File: src/rtl/isd_pkg.sv
// Purpose: Constants for the byte-wide special register space decoder.
// Assumes: One 8-bit register bus from the processor core, one clock.
// Notes: Indeterminate reset bits are cleared to zero.
// ---------------------------------------------------------------------
// ---------------------------------------------------------------------
package isd_pkg;

  // Reset qualification time, in clock periods, and its cycle count.
  localparam int RESET_HOLD_PERIODS = 64;
  localparam int RESET_HOLD_CYCLES = RESET_HOLD_PERIODS;

  // ---------------------------------------------------------------------
  // Unbanked registers
  // ---------------------------------------------------------------------
  localparam int N_PLAIN = 30;
  localparam logic [7:0] ADDR_PORT_SELECT = 8'hD4;
  localparam logic [7:0] ADDR_ENDPOINT_SELECT = 8'hF1;
  localparam logic [0:N_PLAIN-1][7:0] PLAIN_ADDR = {
    8'hA0, 8'hA1, 8'hA2, 8'hA8, 8'hA9, 8'hAE, 8'hB0, 8'hB1, 8'hB2, 8'hB3,
    8'hB7, 8'hB8, 8'hB9, 8'hC0, 8'hC8, 8'hC9, 8'hCA, 8'hCB, 8'hCC, 8'hCD,
    8'hD0, 8'hD2, 8'hD3, 8'hD4, 8'hDF, 8'hE0, 8'hE8, 8'hF0, 8'hF1, 8'hF8};
  localparam logic [0:N_PLAIN-1][7:0] PLAIN_RST = {
    8'hFF, 8'h00, 8'h00, 8'h00, 8'h00, 8'h00, 8'hFF, 8'h00, 8'h00, 8'h00,
    8'h00, 8'h00, 8'h00, 8'h00, 8'h00, 8'h00, 8'h00, 8'h00, 8'h00, 8'h00,
    8'h00, 8'h00, 8'h08, 8'h00, 8'h00, 8'h00, 8'h00, 8'h00, 8'h80, 8'h00};

  // ---------------------------------------------------------------------
  // Endpoint-banked registers
  // ---------------------------------------------------------------------
  localparam int N_EP_REG = 11;
  localparam int N_EP_BANK = 5;
  localparam int EP_TX_FIFO_DATA_IDX = 7;
  localparam int EP_BANK_HUB0 = 3;
  localparam int EP_BANK_HUB1 = 4;
  localparam int EP_FUNC_COUNT = 3;
  localparam int EP_HUB_BIT = 7;
  localparam logic [0:N_EP_REG-1][7:0] EP_ADDR = {
    8'hE1, 8'hE2, 8'hE3, 8'hE4, 8'hE5, 8'hE6, 8'hF2, 8'hF3, 8'hF4, 8'hF5, 8'hF6};
  // Common pattern; the control byte varies per bank.
  localparam logic [0:N_EP_REG-1][7:0] EP_RST = {
    8'h00, 8'h00, 8'h00, 8'h04, 8'h08, 8'h00, 8'h00, 8'h00, 8'h04, 8'h08, 8'h00};
  localparam logic [0:N_EP_BANK-1][7:0] EP_CTRL_RST = {
    8'h35, 8'h10, 8'h10, 8'h35, 8'h00};

  // ---------------------------------------------------------------------
  // Port-banked registers
  // ---------------------------------------------------------------------
  localparam int N_PORT_REG = 3;
  localparam int PORT_IDX_W = 3;
  localparam logic [0:N_PORT_REG-1][7:0] PORT_ADDR = {8'hCF, 8'hD5, 8'hD7};
  localparam logic [0:N_PORT_REG-1][7:0] PORT_RST = {8'h00, 8'h00, 8'h80};

  // Value read back from an unimplemented location.
  localparam logic [7:0] UNIMPL_READ = 8'h00;

endpackage : isd_pkg

File: src/rtl/isd_space_decoder.sv
// Purpose: Decodes the special register space with endpoint and port banks.
// Assumes: Core issues single-byte accesses synchronous to clk_sys.
// Notes: Read data appears one cycle after the read strobe.
`timescale 1ns/1ps
module isd_space_decoder
  import isd_pkg::*;
#(
  parameter int N_PORT = 6,
  parameter int HOLD = RESET_HOLD_CYCLES
) (
  input wire logic clk_sys,
  input wire logic rst,
  input wire logic [7:0] sfr_addr,
  input wire logic sfr_wr,
  input wire logic sfr_rd,
  input wire logic [7:0] sfr_wdata,
  input wire logic cpu_idle,
  input wire logic cpu_powerdown,
  output logic [7:0] sfr_rdata,
  output logic sfr_rvalid,
  output logic sfr_hit,
  output logic [7:0] endpoint_select,
  output logic [7:0] hub_port_select,
  output logic wake_to_run,
  output logic core_in_reset
);

  // ---------------------------------------------------------------------
  // Elaboration checks
  // ---------------------------------------------------------------------
  initial begin
    if (N_PORT < 1 || N_PORT > (1 << PORT_IDX_W)) begin
      $error("isd_space_decoder: N_PORT out of range");
    end
  end

  // ---------------------------------------------------------------------
  // State
  // ---------------------------------------------------------------------
  typedef struct packed {
    logic [N_PLAIN-1:0][7:0] plain;
    logic [N_EP_BANK-1:0][N_EP_REG-1:0][7:0] ep;
    logic [N_PORT-1:0][N_PORT_REG-1:0][7:0] port;
    logic [7:0] rdata;
    logic rvalid;
    logic hit;
  } isd_state_t;

  // Builds the full reset image, including the per-bank control byte.
  function automatic isd_state_t isd_reset_image();
    isd_state_t s;
    s = '0;
    for (int i = 0; i < N_PLAIN; i++) begin
      s.plain[i] = PLAIN_RST[i];
    end
    for (int b = 0; b < N_EP_BANK; b++) begin
      for (int r = 0; r < N_EP_REG; r++) begin
        s.ep[b][r] = EP_RST[r];
      end
      s.ep[b][0] = EP_CTRL_RST[b];
    end
    for (int p = 0; p < N_PORT; p++) begin
      for (int r = 0; r < N_PORT_REG; r++) begin
        s.port[p][r] = PORT_RST[r];
      end
    end
    return s;
  endfunction : isd_reset_image

  localparam isd_state_t ST_RESET = isd_reset_image();

  isd_state_t st;
  isd_state_t next_st;
  logic core_rst;

  // ---------------------------------------------------------------------
  // Reset qualification
  // ---------------------------------------------------------------------
  // Short glitches on the pin are ignored; only a held pulse resets the core.
  isd_reset_qual #(
    .HOLD(HOLD)
  ) u_qual (
    .clk_sys(clk_sys),
    .rst(rst),
    .core_rst(core_rst)
  );

  // ---------------------------------------------------------------------
  // Address decode
  // ---------------------------------------------------------------------
  logic [N_PLAIN-1:0] plain_hit;
  logic [N_EP_REG-1:0] ep_hit;
  logic [N_PORT_REG-1:0] port_hit;
  logic [7:0] ep_sel;
  logic [7:0] port_sel;
  logic ep_bank_ok;
  logic [2:0] ep_bank;
  logic port_ok;
  logic [PORT_IDX_W-1:0] port_idx;

  // One comparator per register location.
  genvar gi;
  generate
    for (gi = 0; gi < N_PLAIN; gi++) begin : g_plain
      assign plain_hit[gi] = (sfr_addr == PLAIN_ADDR[gi]);
    end
    for (gi = 0; gi < N_EP_REG; gi++) begin : g_ep
      assign ep_hit[gi] = (sfr_addr == EP_ADDR[gi]);
    end
    for (gi = 0; gi < N_PORT_REG; gi++) begin : g_port
      assign port_hit[gi] = (sfr_addr == PORT_ADDR[gi]);
    end
  endgenerate

  // The select registers are themselves plain storage, so a new value
  // written in one cycle steers the access of the next cycle.
  always_comb begin
    ep_sel = 8'h00;
    port_sel = 8'h00;
    for (int i = 0; i < N_PLAIN; i++) begin
      if (PLAIN_ADDR[i] == ADDR_ENDPOINT_SELECT) begin
        ep_sel = st.plain[i];
      end
      if (PLAIN_ADDR[i] == ADDR_PORT_SELECT) begin
        port_sel = st.plain[i];
      end
    end
  end

  // Endpoint index: top bit picks hub or function, low bits the endpoint.
  always_comb begin
    ep_bank = 3'h0;
    ep_bank_ok = 1'b0;
    if (ep_sel[6:2] == 5'h00) begin
      if (ep_sel[EP_HUB_BIT]) begin
        ep_bank_ok = (ep_sel[1:0] < 2'h2);
        ep_bank = ep_sel[0] ? 3'(EP_BANK_HUB1) : 3'(EP_BANK_HUB0);
      end else begin
        ep_bank_ok = (int'(ep_sel[1:0]) < EP_FUNC_COUNT);
        ep_bank = {1'b0, ep_sel[1:0]};
      end
    end
  end

  // Port index: low bits of the port select register.
  always_comb begin
    port_idx = port_sel[PORT_IDX_W-1:0];
    port_ok = (port_sel[7:PORT_IDX_W] == '0) && (int'(port_idx) < N_PORT);
  end

  // ---------------------------------------------------------------------
  // Next state
  // ---------------------------------------------------------------------
  // Each access is one byte; the bus has no wider path.
  // A location that decodes to nothing neither stores nor reports a hit.
  always_comb begin
    logic ep_valid;
    logic any_hit;
    logic [7:0] rd;
    ep_valid = 1'b0;
    any_hit = 1'b0;
    rd = UNIMPL_READ;
    next_st = st;
    next_st.rvalid = sfr_rd;
    // Unbanked registers.
    for (int i = 0; i < N_PLAIN; i++) begin
      if (plain_hit[i]) begin
        any_hit = 1'b1;
        rd = st.plain[i];
        if (sfr_wr) begin
          next_st.plain[i] = sfr_wdata;
        end
      end
    end
    // Endpoint banks; hub endpoint 1 holds only transmit data.
    for (int r = 0; r < N_EP_REG; r++) begin
      ep_valid = ep_bank_ok && ((int'(ep_bank) != EP_BANK_HUB1) || (r == EP_TX_FIFO_DATA_IDX));
      if (ep_hit[r] && ep_valid) begin
        any_hit = 1'b1;
        rd = st.ep[ep_bank][r];
        if (sfr_wr) begin
          next_st.ep[ep_bank][r] = sfr_wdata;
        end
      end
    end
    // Port banks.
    for (int r = 0; r < N_PORT_REG; r++) begin
      if (port_hit[r] && port_ok) begin
        any_hit = 1'b1;
        rd = st.port[port_idx][r];
        if (sfr_wr) begin
          next_st.port[port_idx][r] = sfr_wdata;
        end
      end
    end
    // Unmatched writes fall through every loop and leave storage alone.
    if (!any_hit) begin
      next_st.hit = 1'b0;
    end else begin
      next_st.hit = 1'b1;
    end
    if (sfr_rd) begin
      next_st.rdata = rd;
    end
  end

  // ---------------------------------------------------------------------
  // State register
  // ---------------------------------------------------------------------
  // The qualified reset loads the whole mapped image at once.
  always_ff @(posedge clk_sys or posedge core_rst) begin
    if (core_rst) begin
      st <= ST_RESET;
    end else begin
      st <= next_st;
    end
  end

  // Reset indication; the pin raises it at once, the qualifier keeps it up.
  logic core_rst_q;

  // Registers the reset indication straight to its output.
  always_ff @(posedge clk_sys or posedge rst) begin
    if (rst) begin
      core_rst_q <= 1'b1;
    end else begin
      core_rst_q <= core_rst;
    end
  end

  // Wake request is kept outside the core reset so it can leave low power.
  // Idle or powerdown plus the pin raises the run request.
  logic wake_hold;
  always_ff @(posedge clk_sys) begin
    wake_hold <= rst && (cpu_idle || cpu_powerdown);
  end

  // ---------------------------------------------------------------------
  // Outputs
  // ---------------------------------------------------------------------
  assign sfr_rdata = st.rdata;
  assign sfr_rvalid = st.rvalid;
  assign sfr_hit = st.hit;
  assign endpoint_select = ep_sel;
  assign hub_port_select = port_sel;
  assign wake_to_run = wake_hold;
  assign core_in_reset = core_rst_q;

endmodule : isd_space_decoder

File: src/rtl/isd_reset_qual.sv
// Purpose: Qualifies the reset pin so only a long enough pulse resets the core.
// Assumes: Reset pin is synchronous to clk_sys.
// Notes: The history shift register needs no reset of its own.
`timescale 1ns/1ps
module isd_reset_qual
  import isd_pkg::*;
#(
  parameter int HOLD = RESET_HOLD_CYCLES
) (
  input wire logic clk_sys,
  input wire logic rst,
  output logic core_rst
);

  initial begin
    if (HOLD < 2) begin
      $error("isd_reset_qual: HOLD must be at least 2");
    end
  end

  typedef struct packed {
    logic [HOLD-1:0] hist;
    logic core_rst;
  } isd_qual_t;

  isd_qual_t st;
  isd_qual_t next_st;

  // ---------------------------------------------------------------------
  // History of the pin
  // ---------------------------------------------------------------------
  // A low sample anywhere in the window keeps the core out of reset, so the
  // result is defined once the pin has been low for a single cycle.
  always_comb begin
    next_st = st;
    next_st.hist = {st.hist[HOLD-2:0], rst};
    if (!rst) begin
      next_st.core_rst = 1'b0;
    end else if (&st.hist) begin
      next_st.core_rst = 1'b1;
    end
  end

  // Registers the qualifier state.
  always_ff @(posedge clk_sys) begin
    st <= next_st;
  end

  assign core_rst = st.core_rst;

endmodule : isd_reset_qual

File: config.mk
export PLATFORM = sky130hd
export DESIGN_NAME = isd_space_decoder
export DESIGN_NICKNAME = d
export VERILOG_FILES = /design/src/rtl/isd_pkg.sv /design/src/rtl/isd_space_decoder.sv /design/src/rtl/isd_reset_qual.sv
export SDC_FILE = /design/constraint.sdc
export NUM_CORES = 2
export LEC_CHECK = 0
export ABC_AREA = 1
export BUFFER_PORTS_ARGS = -buffer_cell sky130_fd_sc_hd__buf_2
export CORE_ASPECT_RATIO = 1.2
export CORE_MARGIN = 1.5
export CORE_UTILIZATION = 45
export CTS_BUF_LIST = sky130_fd_sc_hd__clkbuf_4 sky130_fd_sc_hd__clkbuf_8
export CTS_CLUSTER_DIAMETER = 100
export DETAILED_ROUTE_END_ITERATION = 10
export PLACE_DENSITY = 0.69
export SYNTH_ARGS = -nofsm -noshare
export SYNTH_HDL_FRONTEND = slang
export SYNTH_SLANG_ARGS = --single-unit
File: constraint.sdc
create_clock -name clk_sys -period 56.2 [get_ports clk_sys]
set_clock_uncertainty 0.1 [all_clocks]
set_input_delay 8.43 -clock clk_sys [delete_from_list [all_inputs] [get_ports clk_sys]]
set_output_delay 8.43 -clock clk_sys [all_outputs]
set_load 0.01 [all_outputs]
Word-level counts from Yosys, hierarchy flattened
Cells that the tools add are included.
- bits in registers: 901
- word-level logic and storage cells: 383
- equal/unequal tests: 45
- mux-type cells: 168
- reduce and logical (&&, ||, !) cells: 53
- magnitude comparators: 7
- operator list (kind ; count):
    $mux 440 ; 22
    $bwmux 440 ; 11
    $demux 88 s3 ; 11
    $mux 144 ; 6
    $bwmux 144 ; 3
    $mux 8 ; 46
    $eq 8x8->1 const B ; 44
    $bmux 88 s3 ; 1
    $demux 24 s3 ; 3
    $mux 88 ; 2
    $mux 80 ; 1
    $bmux 24 s3 ; 1
    $mux 24 ; 3
    $mux 72 ; 1
    $mux 64 ; 1
    $reduce_and 64->1 ; 1
    $reduce_and 2->1 ; 30
    $mux 56 ; 1
    $mux 48 ; 1
    $mux 1 ; 47
    $mux 40 ; 1
    $mux 16 ; 2
    $mux 32 ; 1
    $logic_and 1x1->1 ; 19
    8 further kinds ; 14

Logic depth before layout (Yosys ltp)
- depth after elaboration: 46
- gate-level depth with buffers: 33
- depth with buffers taken out: 33

By module
A second synthesis with hierarchy kept.
- cells, all modules: 4370
- area, all modules: 37732.4 um^2
- by module, submodules not included (module ; area an instance (um^2) ; cells an instance ; seq. area each (um^2) ; times used):
    isd_space_decoder ; 36183.5 ; 4239 ; 20783.7 ; 1
    isd_reset_qual ; 1549.0 ; 131 ; 1301.2 ; 1

Least setup slack after synthesis
No wires, ideal clock.
- path type: register to register
- start: register, netlist name u_qual.core_rst
- end: register u_qual.st, in the netlist u_qual.core_rst
- cell stages (with the launch flop): 3
- period minus slack after synthesis: 18749 ps
- setup time: 792 ps
- data arrival time: 17857 ps
- buffers on the path: 0
- setup slack: 37451 ps
- cell sequence: dfxtp_1 -> inv_1 -> a21oi_1
- RTL lines (element ; RTL line ; source):
    to (signal assigned) ; isd_reset_qual.sv:46 ; st <= next_st;
    to (decl) ; isd_reset_qual.sv:26 ; isd_qual_t st;

Worst setup path in the final report
- start: input sfr_addr[6]
- end: register st, in the netlist sfr_rdata[4]
- cells in the longest elaborated chain, start to end: 45
- elaborated cells between the ends (all ways): 102
- classes of those cells: 44 x eq/ne; 44 x mux; 14 x reduce/logical
- RTL lines (element ; RTL line ; source):
    from (decl) ; isd_space_decoder.sv:13 ; input wire logic [7:0] sfr_addr,
    $eq 8x8->1 ; isd_space_decoder.sv:105 ; assign plain_hit[gi] = (sfr_addr == PLAIN_ADDR[gi]);
    $mux 8 (30 in a row) ; isd_space_decoder.sv:167 ; if (plain_hit[i]) begin
    $mux 8 (11 in a row) ; isd_space_decoder.sv:178 ; if (ep_hit[r] && ep_valid) begin
    $mux 8 (2 in a row) ; isd_space_decoder.sv:188 ; if (port_hit[r] && port_ok) begin
    $mux 8 * ; isd_space_decoder.sv:188 ;
    to (signal assigned) ; isd_space_decoder.sv:215 ; st <= next_st;
    to (decl) ; isd_space_decoder.sv:72 ; isd_state_t st;
Mark *: on every way between the ends. The rest lies on a longest branch, timed or not.
A chain may end at the register's enable or synchronous reset.

==> flow_metrics.py <==
metrics = {
    "synth": {
        "yosys_warnings": 0,
        "synth.mux.area_fraction_pct": 0,
        "synth_top_area_share_pct": 51.8,
        "synthesized_area_fraction_occupied_by_adder_cells_pct": 0.0332,
        "synth_top_area_cell": "dfrtp_1",
        "avgSynthCellArea_um2": 8.66,
        "synthDistinctLibCells": 45,
        "synth_enable_flop_cells": 0,
        "synthesis.instances": 4352,
        "register_bit_total_from_synthesis": 901,
        "ys_dominant_reg_cell": "dfrtp_1",
        "synth_compound_area_share_pct": 15.8,
        "synth-async-reset-ratio_pct": 92.7,
        "synth_top_family_by_area": "simple AND/OR/NAND/NOR gates",
        "synth_top_cells_by_area": "dfrtp_1 52%, nand2_1 14%, o21ai_0 12%",
        "yosys.area_share.xor_xnor_pct": 0,
        "postSynthNetCount": 4375,
        "synth.yosys.seq_area_share_pct": 59.1,
        "syn_area_um2": 37700,
        "synth_simple_gate_area_share_pct": 19.6,
    },
    "global_route": {
        "first_global_vias": 29200,
        "grt_met3_use_pct": 4.79,
        "gr-usage-met2_pct": 40.0,
        "grt.busiest_layer": "met2",
        "grt_antenna_before_repair": 1,
        "global_route.usage.met1_pct": 34.7,
        "overflow_after_grt": 0,
        "grt_first_pass_wirelength_um": 169000,
        "global_route.usage.total_pct": 25.5,
        "grt_start_max_net_pins": 179,
    },
    "pwr": {
        "power_density_nw_per_um2": 32.5,
        "vdd_ir_drop_max_uv": 25.3,
        "total_leakage_power_uw": 0.0183,
    },
    "clock_tree": {
        "ctsLongestPathBuffers": 3,
        "cts-hold-fix-buffers": 0,
        "cts_max_level": 4,
        "clk-insertion-delay-late_ns": 0.83,
        "cts_repair_resized_insts": 0,
        "cts-buffers-inserted": 145,
        "tritoncts": "yes",
        "tritoncts_num_sinks": 901,
        "path_clk_slew_ns": 0.06,
        "cts-root-buf": "clkbuf_8",
        "cts.repair_timing.setup_buffer_count": 0,
    },
    "critical_path": {
        "r2r_end": "sfr_rdata[7]",
        "crit_path_start_kind": "primary input",
        "worst-endpoint-required_ns": 56.80,
        "setup.worst_path.end_class": "flop",
        "worst_path_class_setup": "primary input to flop",
        "worst_r2r_path_depth": 18,
        "reg2reg_slack_ns": 50.76,
        "r2r_startpoint": "endpoint_select[7]",
        "critPathArrivalTime_ns": 12.24,
        "worst_path_most_repeated_cell": "nand2_1",
        "timing.critical_path.fanout_max": 12,
        "max_stage_delay_ns": 0.62,
        "worst_path_max_delay_cell": "nor2_1",
    },
    "flow_run": {
        "cap_viol_max_count": 0,
    },
    "timing": {
        "count_of_endpoints_failing_hold_in_the_final_timing_report": 0,
        "finalCriticalPeriod_ns": 11.64,
        "fin_hold_ws_ns": 0.226,
        "fin_crit_sh_pct": 20.7,
        "finalMaxSlewViolations": 0,
        "rsz0062_at_grt": "false",
        "number_of_setup_violations_in_the_final_report": 0,
        "tns_ns": 0,
        "slew-limit-headroom_pct": 14.0,
        "max_freq_mhz": 85.9,
        "setup_ws_ns": 44.56,
        "tightestPinTransition_ns": 1.29,
    },
    "die": {
        "die_y_um": 320,
        "start_util_pct": 45.3,
        "placeableCoreArea_um2": 83200,
        "dieWidth_um": 267,
        "design.portCount": 50,
        "design.die.area_um2": 85500,
        "fp-row-count": 116,
    },
    "detailed_routing": {
        "viasPerCell": 5.52,
        "num_vias": 30200,
        "first_iter_violations": 3215,
        "wl_per_cell_um": 19.8,
        "antenna_violating_nets_post_route": 0,
        "drt_first_pass_iters": 6,
        "drt_wl_total_um": 108000,
        "route.detailed.drc": 0,
    },
    "place": {
        "dpl.cell_count": 5199,
        "post-place-ws_ns": 43.86,
        "dp.final_hpwl_um": 66900,
        "gp_congestion": 0.929,
        "buffer_ports.inserted": 49,
    },
    "final_layout": {
        "instances_no_fill": 5466,
        "area_delta_synth_final_pct": 9.93,
        "mostFrequentLayoutCells": "1399 x nand2_1, 880 x o21ai_0, 780 x dfrtp_1",
        "proportion_of_layout_cells_with_a_drive_suffix_above_1_pct": 10.5,
        "final_nets": 4248,
        "mostFrequentLayoutCell": "nand2_1",
    },
    "status": {
        "status": "complete, no violations",
    },
    "min_path": {
        "min_path_type": "flop to asynchronous set/reset pin",
    },
}
==> cell families after synthesis <==
family / count (synthesis)
DFF: 901
buffers and inverters: 510
and+or+nand+nor: 1850
AOI/OAI and AO/OA: 1090
adders and majority gates: 1
==> cell usage after synthesis (all sizes together) (4+ instances only) <==
cell type  instances
nor4               9
dfxtp             66
dfrtp            780
dfstp             55
o21ai            887
a22o               6
nor3              24
a21oi             46
nand3             75
a22oi             38
o2111ai           45
nor2             239
or2               11
clkbuf           325
a211oi             8
clkinv            12
nand4             85
buf               39
o22ai              9
nand2           1401
a221oi            42
and3               4
inv              134
==> through the flow <==
| stage | total power [uW] | util [%] | area, um2 |
|---|---|---|---|
| after floorplan | 722 | - | 37700 |
| after global placement | 749 | 46.0 | 38200 |
| after detailed placement | 750 | 46.0 | 38200 |
| after CTS | 1350 | 49.8 | 41400 |
| after global routing | 1390 | 49.8 | 41400 |
| final | 1350 | 49.8 | 41400 |
==> worst max path at each step <==
stage	start	end	slack, ns	cells after the start
CTS	sfr_addr[6]	sfr_rdata[3]	44.73	30
global placement	sfr_addr[6]	sfr_rdata[2]	43.91	30
floorplan	u_qual.core_rst	endpoint_select[0]	32.45	1
finish	sfr_addr[6]	sfr_rdata[4]	44.56	30
global route	sfr_addr[6]	sfr_rdata[2]	44.23	30
detailed placement	sfr_addr[6]	sfr_rdata[2]	43.86	30
==> sequential cells by signal (all words and copies together) (netlist names) <==
name             flops
st                 808
sfr_hit              1
wake_to_run          1
core_in_reset        1
u_qual.st            1
sfr_rvalid           1
endpoint_select      8
sfr_rdata            8
u_qual.core_rst      1
u_qual.next_st      63
hub_port_select      8
==> final cells by class <==
type,count,area [um2]
diodes,2,5.00
clock buffers,230,2900
clock inverters,35,277
fillers,7787,41700
inverters,146,566
multi-input cells,2941,13400
flip-flops and latches,901,22300
well taps,1121,1400
repair buffers,90,566
==> per-layer routing <==
layer / part of all wire (%) / up-vias / wire length, um
li1: - / 14100 / -
met1: 43 / 14700 / 46700
met2: 46 / 1101 / 49900
met3: 6.8 / 237 / 7310
met4: 3.7 / 0 / 4040
met5: 0 / - / 0
==> where the power goes <==
part | leakage [uW] | total (uW) | internal (uW) | switching (uW)
registers | 0.0120 | 674 | 665 | 9.57
logic | 0.00453 | 65.4 | 15.3 | 50.1
clock network | 0.00168 | 606 | 335 | 271
==> critical path: cells and delay by family <==
kind                   cells  cell delay (ns)
buffers and inverters      2             0.19
and+or+nand+nor           28             3.60
No activity file was read; power rests on OpenSTA's default activity.
